`src/traverse_pkg.sv`:
```
package traverse_pkg;
    // interpolation cycle and minimum request-to-interrupt spacing
    localparam int unsigned IPO_PERIOD_NS  = 2000;
    localparam int unsigned CLK_PERIOD_NS  = 5;
    localparam int unsigned IPO_CYCLES     = IPO_PERIOD_NS / CLK_PERIOD_NS;
    localparam int unsigned MIN_INT_IPO    = 3;
    localparam int unsigned POS_W          = 32;
    localparam int unsigned DWELL_W        = 16;
    localparam int unsigned IPO_CNT_W      = 12;
    localparam logic [IPO_CNT_W-1:0] IPO_LAST = IPO_CNT_W'(IPO_CYCLES - 1);
    localparam logic [1:0] GAP_LAST        = 2'(MIN_INT_IPO);
    localparam logic [POS_W-1:0] STEP      = 32'h0000_0001;
    localparam logic [DWELL_W-1:0] DWELL_ZERO = 16'h0000;

    typedef enum logic [5:0] {
        ST_IDLE   = 6'b00_0001,
        ST_MOVE   = 6'b00_0010,
        ST_DWELL  = 6'b00_0100,
        ST_HALT   = 6'b00_1000,
        ST_JOG    = 6'b01_0000,
        ST_REF    = 6'b10_0000
    } axis_state_type;

    typedef enum logic [2:0] {
        HS_WAIT  = 3'b001,
        HS_GAP   = 3'b010,
        HS_RUN   = 3'b100
    } host_state_type;
endpackage

```
`src/traverse_if.sv`:
```
`timescale 1ns/1ps
`default_nettype none
interface traverse_if;
    logic                           start_task;
    logic                           stop_hold;
    logic                           reject_task;
    logic                           jog_req;
    logic                           ref_req;
    logic                           is_dwell;
    logic [traverse_pkg::DWELL_W-1:0] dwell_time;
    logic [traverse_pkg::POS_W-1:0]   target_pos;
    logic                           use_bus_target;
    logic [traverse_pkg::POS_W-1:0]   bus_target;
    logic                           enables_ok;
    logic                           ctrl_enabled;
    logic                           followup_active_status_bit;
    logic                           block_active;
    logic                           in_position;
    logic                           halted;
    logic                           ipo_tick;
    logic [traverse_pkg::POS_W-1:0]   actual_pos;

    modport device (
        input  start_task, stop_hold, reject_task, jog_req, ref_req, is_dwell, dwell_time,
               target_pos, use_bus_target, bus_target,
        output enables_ok, ctrl_enabled, followup_active_status_bit, block_active,
               in_position, halted, ipo_tick, actual_pos
    );
    modport host (
        output start_task, stop_hold, reject_task, jog_req, ref_req, is_dwell, dwell_time,
               target_pos, use_bus_target, bus_target,
        input  enables_ok, ctrl_enabled, followup_active_status_bit, block_active,
               in_position, halted, ipo_tick, actual_pos
    );
endinterface
`default_nettype wire

```
`src/traverse_device.sv`:
```
`timescale 1ns/1ps
`default_nettype none
module traverse_device (
    // clock and reset
    input  wire logic                            CLK_SYS,
    input  wire logic                            RSTN,
    // drive enables
    input  wire logic                            DRV_ENABLES,
    input  wire logic                            DRV_CTRL_ENABLED,
    // spindle positioning target setting
    input  wire logic [traverse_pkg::POS_W-1:0]  SPINDLE_TARGET_SETTING,
    // link
    traverse_if.device                           lnk
);
    traverse_pkg::axis_state_type      state, next_state;
    logic [traverse_pkg::IPO_CNT_W-1:0] ipo_cnt, next_ipo_cnt;
    logic [traverse_pkg::POS_W-1:0]    pos, next_pos;
    logic [traverse_pkg::POS_W-1:0]    goal, next_goal;
    logic [traverse_pkg::DWELL_W-1:0]  dwell, next_dwell;
    logic                              tick, next_tick;
    logic                              en_q, next_en_q;
    logic                              ce_q, next_ce_q;
    logic                              start_ok;
    logic                              followup, next_followup;
    logic                              active, next_active;
    logic                              inpos, next_inpos;
    logic                              held, next_held;

    // states in which the axis still owns a traversing block
    function automatic logic in_block(input traverse_pkg::axis_state_type s);
        return (s == traverse_pkg::ST_MOVE) || (s == traverse_pkg::ST_DWELL) || (s == traverse_pkg::ST_HALT);
    endfunction

    // jog and referencing both report follow-up to the host
    function automatic logic in_followup(input traverse_pkg::axis_state_type s);
        return (s == traverse_pkg::ST_JOG) || (s == traverse_pkg::ST_REF);
    endfunction

    // preconditions to accept a new block
    assign start_ok = en_q && ce_q && (state == traverse_pkg::ST_IDLE);

    always_comb begin
        next_state   = state;
        next_pos     = pos;
        next_goal    = goal;
        next_dwell   = dwell;
        // enables registered once, so a start needs them a cycle ahead
        next_en_q    = DRV_ENABLES;
        next_ce_q    = DRV_CTRL_ENABLED;
        next_tick    = (ipo_cnt == traverse_pkg::IPO_LAST);
        next_ipo_cnt = next_tick ? '0 : ipo_cnt + 1'b1;
        // motion advances once per interpolation cycle only, except the instant zeroing in ST_REF
        case (state)
            traverse_pkg::ST_IDLE: begin
                // a start outside idle or without enables is dropped silently
                if (lnk.start_task && start_ok) begin
                    if (lnk.is_dwell) begin
                        next_dwell = lnk.dwell_time;
                        next_state = traverse_pkg::ST_DWELL;
                    end else begin
                        // spindle target chosen by source select
                        next_goal  = lnk.use_bus_target ? lnk.bus_target
                                                        : SPINDLE_TARGET_SETTING;
                        if (!lnk.use_bus_target && lnk.target_pos != SPINDLE_TARGET_SETTING)
                            next_goal = lnk.target_pos;
                        next_state = traverse_pkg::ST_MOVE;
                    end
                end else if (lnk.jog_req && en_q && ce_q) begin
                    next_state = traverse_pkg::ST_JOG;
                end else if (lnk.ref_req && en_q && ce_q) begin
                    next_state = traverse_pkg::ST_REF;
                end
            end
            traverse_pkg::ST_MOVE: begin
                // reject wins over stop: the rest of the path is dropped, not parked
                if (lnk.reject_task) begin
                    next_goal  = pos;
                    next_state = traverse_pkg::ST_IDLE;
                end else if (lnk.stop_hold) begin
                    next_state = traverse_pkg::ST_HALT;
                end else if (pos == goal) begin
                    next_state = traverse_pkg::ST_IDLE;
                end else if (tick) begin
                    next_pos = (goal > pos) ? pos + traverse_pkg::STEP : pos - traverse_pkg::STEP;
                end
            end
            traverse_pkg::ST_DWELL: begin
                // reject clears the countdown so nothing is left to resume
                if (lnk.reject_task) begin
                    next_dwell = traverse_pkg::DWELL_ZERO;
                    next_state = traverse_pkg::ST_IDLE;
                end else if (lnk.stop_hold) begin
                    next_state = traverse_pkg::ST_HALT;
                end else if (dwell == traverse_pkg::DWELL_ZERO) begin
                    next_state = traverse_pkg::ST_IDLE;
                end else if (tick) begin
                    next_dwell = dwell - 1'b1;
                end
            end
            traverse_pkg::ST_HALT: begin
                // dwell and goal stay frozen while held
                // jog or referencing drops the block for good, as reject does
                if (lnk.reject_task) begin
                    next_goal  = pos;
                    next_dwell = traverse_pkg::DWELL_ZERO;
                    next_state = traverse_pkg::ST_IDLE;
                end else if (lnk.jog_req) begin
                    next_goal  = pos;
                    next_dwell = traverse_pkg::DWELL_ZERO;
                    next_state = traverse_pkg::ST_JOG;
                end else if (lnk.ref_req) begin
                    next_goal  = pos;
                    next_dwell = traverse_pkg::DWELL_ZERO;
                    next_state = traverse_pkg::ST_REF;
                end else if (!lnk.stop_hold) begin
                    next_state = (dwell != traverse_pkg::DWELL_ZERO) ? traverse_pkg::ST_DWELL
                                                                     : traverse_pkg::ST_MOVE;
                end
            end
            traverse_pkg::ST_JOG: begin
                // follow-up stays active until jog request dropped
                if (!lnk.jog_req) begin
                    next_goal  = pos;
                    next_state = traverse_pkg::ST_IDLE;
                end else if (tick) begin
                    next_pos = pos + traverse_pkg::STEP;
                end
            end
            traverse_pkg::ST_REF: begin
                // referencing modelled as an instant zeroing of position
                next_pos   = '0;
                next_goal  = '0;
                next_state = traverse_pkg::ST_IDLE;
            end
            default: begin
                // a broken one-hot code falls back to idle
                next_state = traverse_pkg::ST_IDLE;
            end
        endcase
    end

    // axis state, reset to an idle axis at position zero
    always_ff @(posedge CLK_SYS or negedge RSTN) begin
        if (!RSTN) begin
            state   <= traverse_pkg::ST_IDLE;
            ipo_cnt <= '0;
            pos     <= '0;
            goal    <= '0;
            dwell   <= traverse_pkg::DWELL_ZERO;
            tick    <= 1'b0;
            en_q    <= 1'b0;
            ce_q    <= 1'b0;
        end else begin
            state   <= next_state;
            ipo_cnt <= next_ipo_cnt;
            pos     <= next_pos;
            goal    <= next_goal;
            dwell   <= next_dwell;
            tick    <= next_tick;
            en_q    <= next_en_q;
            ce_q    <= next_ce_q;
        end
    end

    // status taken from next values so each flag lines up with the state
    always_comb begin
        next_followup = in_followup(next_state);
        next_active   = in_block(next_state);
        next_inpos    = (next_state == traverse_pkg::ST_IDLE) && (next_pos == next_goal);
        next_held     = (next_state == traverse_pkg::ST_HALT);
    end

    always_ff @(posedge CLK_SYS or negedge RSTN) begin
        if (!RSTN) begin
            followup <= 1'b0;
            active   <= 1'b0;
            // nothing pending after reset, so the axis counts as in position
            inpos    <= 1'b1;
            held     <= 1'b0;
        end else begin
            followup <= next_followup;
            active   <= next_active;
            inpos    <= next_inpos;
            held     <= next_held;
        end
    end

    // link outputs, each straight from a register
    assign lnk.enables_ok                 = en_q;
    assign lnk.ctrl_enabled               = ce_q;
    assign lnk.followup_active_status_bit = followup;
    assign lnk.block_active               = active;
    assign lnk.in_position                = inpos;
    assign lnk.halted                     = held;
    assign lnk.ipo_tick                   = tick;
    assign lnk.actual_pos                 = pos;
endmodule
`default_nettype wire

```
`src/flat_wrapper.sv`:
```
// flat-port wrapper written by rule: the top's interface ports become plain ports
module traverse_device_flat 
  (CLK_SYS, RSTN, DRV_ENABLES, DRV_CTRL_ENABLED, SPINDLE_TARGET_SETTING, lnk_start_task, lnk_stop_hold, lnk_reject_task, lnk_jog_req, lnk_ref_req, lnk_is_dwell, lnk_dwell_time, lnk_target_pos, lnk_use_bus_target, lnk_bus_target, lnk_enables_ok, lnk_ctrl_enabled, lnk_followup_active_status_bit, lnk_block_active, lnk_in_position, lnk_halted, lnk_ipo_tick, lnk_actual_pos);
  traverse_if lnk_i ();
  input  wire logic CLK_SYS;
  input  wire logic RSTN;
  input  wire logic DRV_ENABLES;
  input  wire logic DRV_CTRL_ENABLED;
  input  wire logic [traverse_pkg::POS_W-1:0] SPINDLE_TARGET_SETTING;
  input wire logic [$bits(lnk_i.start_task)-1:0] lnk_start_task;
  input wire logic [$bits(lnk_i.stop_hold)-1:0] lnk_stop_hold;
  input wire logic [$bits(lnk_i.reject_task)-1:0] lnk_reject_task;
  input wire logic [$bits(lnk_i.jog_req)-1:0] lnk_jog_req;
  input wire logic [$bits(lnk_i.ref_req)-1:0] lnk_ref_req;
  input wire logic [$bits(lnk_i.is_dwell)-1:0] lnk_is_dwell;
  input wire logic [$bits(lnk_i.dwell_time)-1:0] lnk_dwell_time;
  input wire logic [$bits(lnk_i.target_pos)-1:0] lnk_target_pos;
  input wire logic [$bits(lnk_i.use_bus_target)-1:0] lnk_use_bus_target;
  input wire logic [$bits(lnk_i.bus_target)-1:0] lnk_bus_target;
  output wire logic [$bits(lnk_i.enables_ok)-1:0] lnk_enables_ok;
  output wire logic [$bits(lnk_i.ctrl_enabled)-1:0] lnk_ctrl_enabled;
  output wire logic [$bits(lnk_i.followup_active_status_bit)-1:0] lnk_followup_active_status_bit;
  output wire logic [$bits(lnk_i.block_active)-1:0] lnk_block_active;
  output wire logic [$bits(lnk_i.in_position)-1:0] lnk_in_position;
  output wire logic [$bits(lnk_i.halted)-1:0] lnk_halted;
  output wire logic [$bits(lnk_i.ipo_tick)-1:0] lnk_ipo_tick;
  output wire logic [$bits(lnk_i.actual_pos)-1:0] lnk_actual_pos;
  assign lnk_i.start_task = lnk_start_task;
  assign lnk_i.stop_hold = lnk_stop_hold;
  assign lnk_i.reject_task = lnk_reject_task;
  assign lnk_i.jog_req = lnk_jog_req;
  assign lnk_i.ref_req = lnk_ref_req;
  assign lnk_i.is_dwell = lnk_is_dwell;
  assign lnk_i.dwell_time = lnk_dwell_time;
  assign lnk_i.target_pos = lnk_target_pos;
  assign lnk_i.use_bus_target = lnk_use_bus_target;
  assign lnk_i.bus_target = lnk_bus_target;
  assign lnk_enables_ok = lnk_i.enables_ok;
  assign lnk_ctrl_enabled = lnk_i.ctrl_enabled;
  assign lnk_followup_active_status_bit = lnk_i.followup_active_status_bit;
  assign lnk_block_active = lnk_i.block_active;
  assign lnk_in_position = lnk_i.in_position;
  assign lnk_halted = lnk_i.halted;
  assign lnk_ipo_tick = lnk_i.ipo_tick;
  assign lnk_actual_pos = lnk_i.actual_pos;
  traverse_device u_core (.CLK_SYS(CLK_SYS), .RSTN(RSTN), .DRV_ENABLES(DRV_ENABLES), .DRV_CTRL_ENABLED(DRV_CTRL_ENABLED), .SPINDLE_TARGET_SETTING(SPINDLE_TARGET_SETTING), .lnk(lnk_i));
endmodule
```
`config.mk`:
```
export PLATFORM = sky130hd
export DESIGN_NAME = traverse_device_flat
export DESIGN_NICKNAME = d
export VERILOG_FILES = /design/src/traverse_pkg.sv /design/src/traverse_if.sv /design/src/traverse_device.sv /design/src/flat_wrapper.sv
export SDC_FILE = /design/constraint.sdc
export NUM_CORES = 1
export LEC_CHECK = 0
export ABC_CLOCK_PERIOD_IN_PS = 4700
export BUFFER_PORTS_ARGS = -buffer_cell sky130_fd_sc_hd__clkbuf_2
export CELL_PAD_IN_SITES_DETAIL_PLACEMENT = 0
export CELL_PAD_IN_SITES_GLOBAL_PLACEMENT = 2
export CORE_MARGIN = 10
export CORE_UTILIZATION = 34
export CTS_BUF_LIST = sky130_fd_sc_hd__clkbuf_4
export DETAILED_ROUTE_END_ITERATION = 10
export GPL_TIMING_DRIVEN = 0
export PLACE_DENSITY_LB_ADDON = 0.2
export RECOVER_POWER = 50
export SYNTH_ARGS = -nofsm -noshare
export SYNTH_HDL_FRONTEND = slang
export SYNTH_SLANG_ARGS = --single-unit
export TNS_END_PERCENT = 1
```
`constraint.sdc`:
```
create_clock -name CLK_SYS -period 4.7 [get_ports CLK_SYS]
set_input_delay 1.41 -clock CLK_SYS [delete_from_list [all_inputs] [get_ports CLK_SYS]]
set_output_delay 1.41 -clock CLK_SYS [all_outputs]
set_load 0.01 [all_outputs]
```
==> run_results.csv <==
group,metric,value,unit
sta,fmax,215,MHz
power,ir_worst_vdd,0.329,mV
placed_design,gp_congestion,0.979,
sta,setup_viol,0,
clock_network,htree_levels,3,
grt,overflow,0,
sta,finClkSkew,0.0307,ns
critical_path,crit_required,5.17,ns
critical_path,path_max_fanout,10,
sta,hold_viol,0,
final_layout,post_route_cells_drive_above_1_share,20.7,%
yosys,yosysTopAreaCell,"dfrtp_1",
drt,wire_per_inst,26.1,um
grt,grt_pass1_wl,67.8,mm
critical_path,start_kind,"register",
yosys,syn_inst,1211,
placed_design,dp.final_hpwl,36.5,mm
drt,via_per_inst,6.02,
power,powerDensity,452,nW/um^2
yosys,syn_nets,1370,
yosys,synth.most_common_cell,"nor2_1",
final_layout,nets,1548,
die,initial_utilization,34.5,%
yosys,seq_area_frac_synth,27.4,%
status,failed_checks,"capacitance limit, slew limit",
sta,slew_headroom,-73.5,%
yosys,avgSynthCellArea,7.92,sq um
sta,fin_crit,4.66,ns
yosys,syn_area,9590,sq um
sta,maxSlewViolCount,43,
job,max_cap_viol_count,1,
grt,use_met2,42.0,%
clock_network,cts.path.max_buffers,2,
critical_path,reg2reg_setup_slack,0.04,ns
worst_hold_path,hold_path.class,"reg2reg",
critical_path,crit_arrival,5.13,ns
yosys,synthTopCellsByCount,"nor2_1, dfrtp_1, o21ai_0",
clock_network,clk_pin_slew,0.20,ns
die,core.rowCount,61,
yosys,yosys_warnings,0,
die,core_region_area,27800,sq um
drt,vias,10700,
die,die_y,188,um
drt,drtPass1Iterations,6,
sta,worstMarginPinSlew,2.60,ns
final_layout,fin_util,40.9,%
drt,drt_wl_total,46.2,mm
yosys,synth_top_flop_cell,"dfrtp_1",
clock_network,cts_tree,"done",
sta,fin_crit_sh,99.2,%
clock_network,cts-root-buf,"clkbuf_4",
yosys,synth_edf_count,0,
grt,grt_pass1_vias,10700,
clock_network,cts_buffers,9,
grt,met1_usage,31.6,%
grt,grt_max_degree,64,
die,die_x,188,um
grt,track_usage,25.0,%
yosys,ys_seq_elements,105,
clock_network,clock_sinks,105,
status,status,"complete, but fails checks",
critical_path,endpoint_kind,"register",
final_layout,syn2layout_area_growth,18.6,%
critical_path,path_class,"reg2reg",
grt,grt-busiest-layer,"met2",
yosys,synth_cell_type_count,81,
yosys,synth_top_area_share,26.9,%
yosys,synth_area_leaders,"dfrtp_1, xnor2_1, o21ai_0, mux2i_1, a21oi_1",
grt,use_met3,3.65,%
clock_network,clock_latency,0.51,ns
placed_design,place.port_buffers,159,
drt,ant_nets,0,
final_layout,stdcell_area,11400,sq um
drt,drtIter0Drc,1019,
die,io_pins,162,
sta,rsz0062_at_grt,"false",
drt,drc,0,
yosys,synthArstFlopShare,100,%
placed_design,place_area,10900,sq um
grt,antenna_found_initial,1,
die,die_area,35300,sq um
power,p_leak,0.00488,uW
per-stage QoR:
stage               hold WS [ns]  TNS, ns  setup slack [ns]  instances  total power, uW
finish                     0.481        0            0.0398       1773             5140
global route               0.515        0           0.00604       1773             5390
CTS                        0.480        0           0.00100       1769             4850
detailed placement         0.458    -1.18            -0.831       1751             4180
global placement           0.448    -4.25             -1.31       1748             4170
floorplan                  0.424        0             0.422       1211             3070
state kept, by name, summed over array words and instances (netlist names):
register / flops
u_core.dwell: 16
u_core.goal: 32
u_core.ipo_cnt: 12
u_core.lnk.actual_pos: 32
u_core.lnk.block_active: 1
u_core.lnk.ctrl_enabled: 1
u_core.lnk.enables_ok: 1
u_core.lnk.followup_active_status_bit: 1
u_core.lnk.halted: 1
u_core.lnk.in_position: 1
u_core.lnk.ipo_tick: 1
u_core.state: 6
cell type report:
cell class              count  area [sq um]
fillers                  3042         16400
multi-input cells         976          6630
flip-flops and latches    105          2640
repair buffers            173           915
well taps                 378           473
plain buffers              73           374
inverters                  51           191
clock buffers              11          82.6
clock inverters             5          65.1
diodes                      1          2.50
routing by layer:
layer	part of all wire, %	up-vias
met4	4.0	0
li1	-	4876
met2	48	473
met1	41	5227
met3	6.7	96
met5	0	-
report_power, final:
part           internal (uW)  total, uW  leakage (uW)  switching (uW)
clock network            179        534     0.0000752             355
logic                   1200       3360       0.00342            2160
registers               1080       1250       0.00139             167
total                   2460       5140       0.00488            2680
logic make-up after synthesis:
group                      Yosys count  share of synthesized area, %
AOI/OAI and AO/OA                  367                          25.1
xor gates and xnor gates            83                          7.58
adders and majority gates           36                          4.70
buffers and inverters              130                          5.65
DFF                                105                          27.4
muxes                               53                          5.72
and+or+nand+nor                    437                          23.8
timing repair:
item	in CTS	in global routing
buffers inserted	4	7
hold buffers	0	0
resized for setup	27	50
endpoints found under the setup margin	9	1
pin swaps	4	6
layout by cell type (no fill, tap or decap), types with 9 or more instances in the layout:
| master | n |
|---|---|
| nand4_1 | 31 |
| dfrtp_1 | 98 |
| xor2_1 | 15 |
| or3_1 | 22 |
| buf_2 | 19 |
| nand2_1 | 87 |
| a222oi_1 | 9 |
| a31oi_1 | 13 |
| o211ai_1 | 10 |
| a22oi_1 | 28 |
| a32oi_1 | 11 |
| a21oi_1 | 92 |
| buf_4 | 14 |
| mux2i_1 | 48 |
| o21ai_0 | 95 |
| nand3_1 | 39 |
| xnor2_1 | 67 |
| clkbuf_4 | 17 |
| nor2_1 | 109 |
| clkbuf_1 | 34 |
| ha_1 | 36 |
| clkbuf_2 | 164 |
| a221o_1 | 11 |
| inv_1 | 50 |
| nor3_1 | 50 |
| and3_1 | 13 |
| nor4_1 | 15 |
critical path, stage by stage (launching register included):
cell      delay (ns)
dfrtp_1         0.38
buf_2           0.27
inv_1           0.20
ha_1            0.33
nand4_1         0.28
nor4_4          0.05
buf_4           0.18
a211oi_2        0.36
buf_2           0.31
clkbuf_1        0.65
o21ai_0         0.26
xnor2_1         0.43
o311a_1         0.29
nand4_1         0.14
nor4_2          0.19
and4_1          0.28
final timing paths:
kind / from / to / cells past startpoint
worst max-delay path: u_core.lnk.actual_pos[12] / u_core.lnk.in_position / 15
worst min-delay path: u_core.ipo_cnt[0] / u_core.ipo_cnt[0] / 1
worst max register to register: u_core.lnk.actual_pos[12] / u_core.lnk.in_position / 15
worst min register to register: u_core.ipo_cnt[0] / u_core.ipo_cnt[0] / 1
max in group asynchronous: RSTN / u_core.lnk.actual_pos[4] / 1
min in group asynchronous: RSTN / u_core.lnk.actual_pos[19] / 1
No activity file was read; power rests on OpenSTA's default activity.
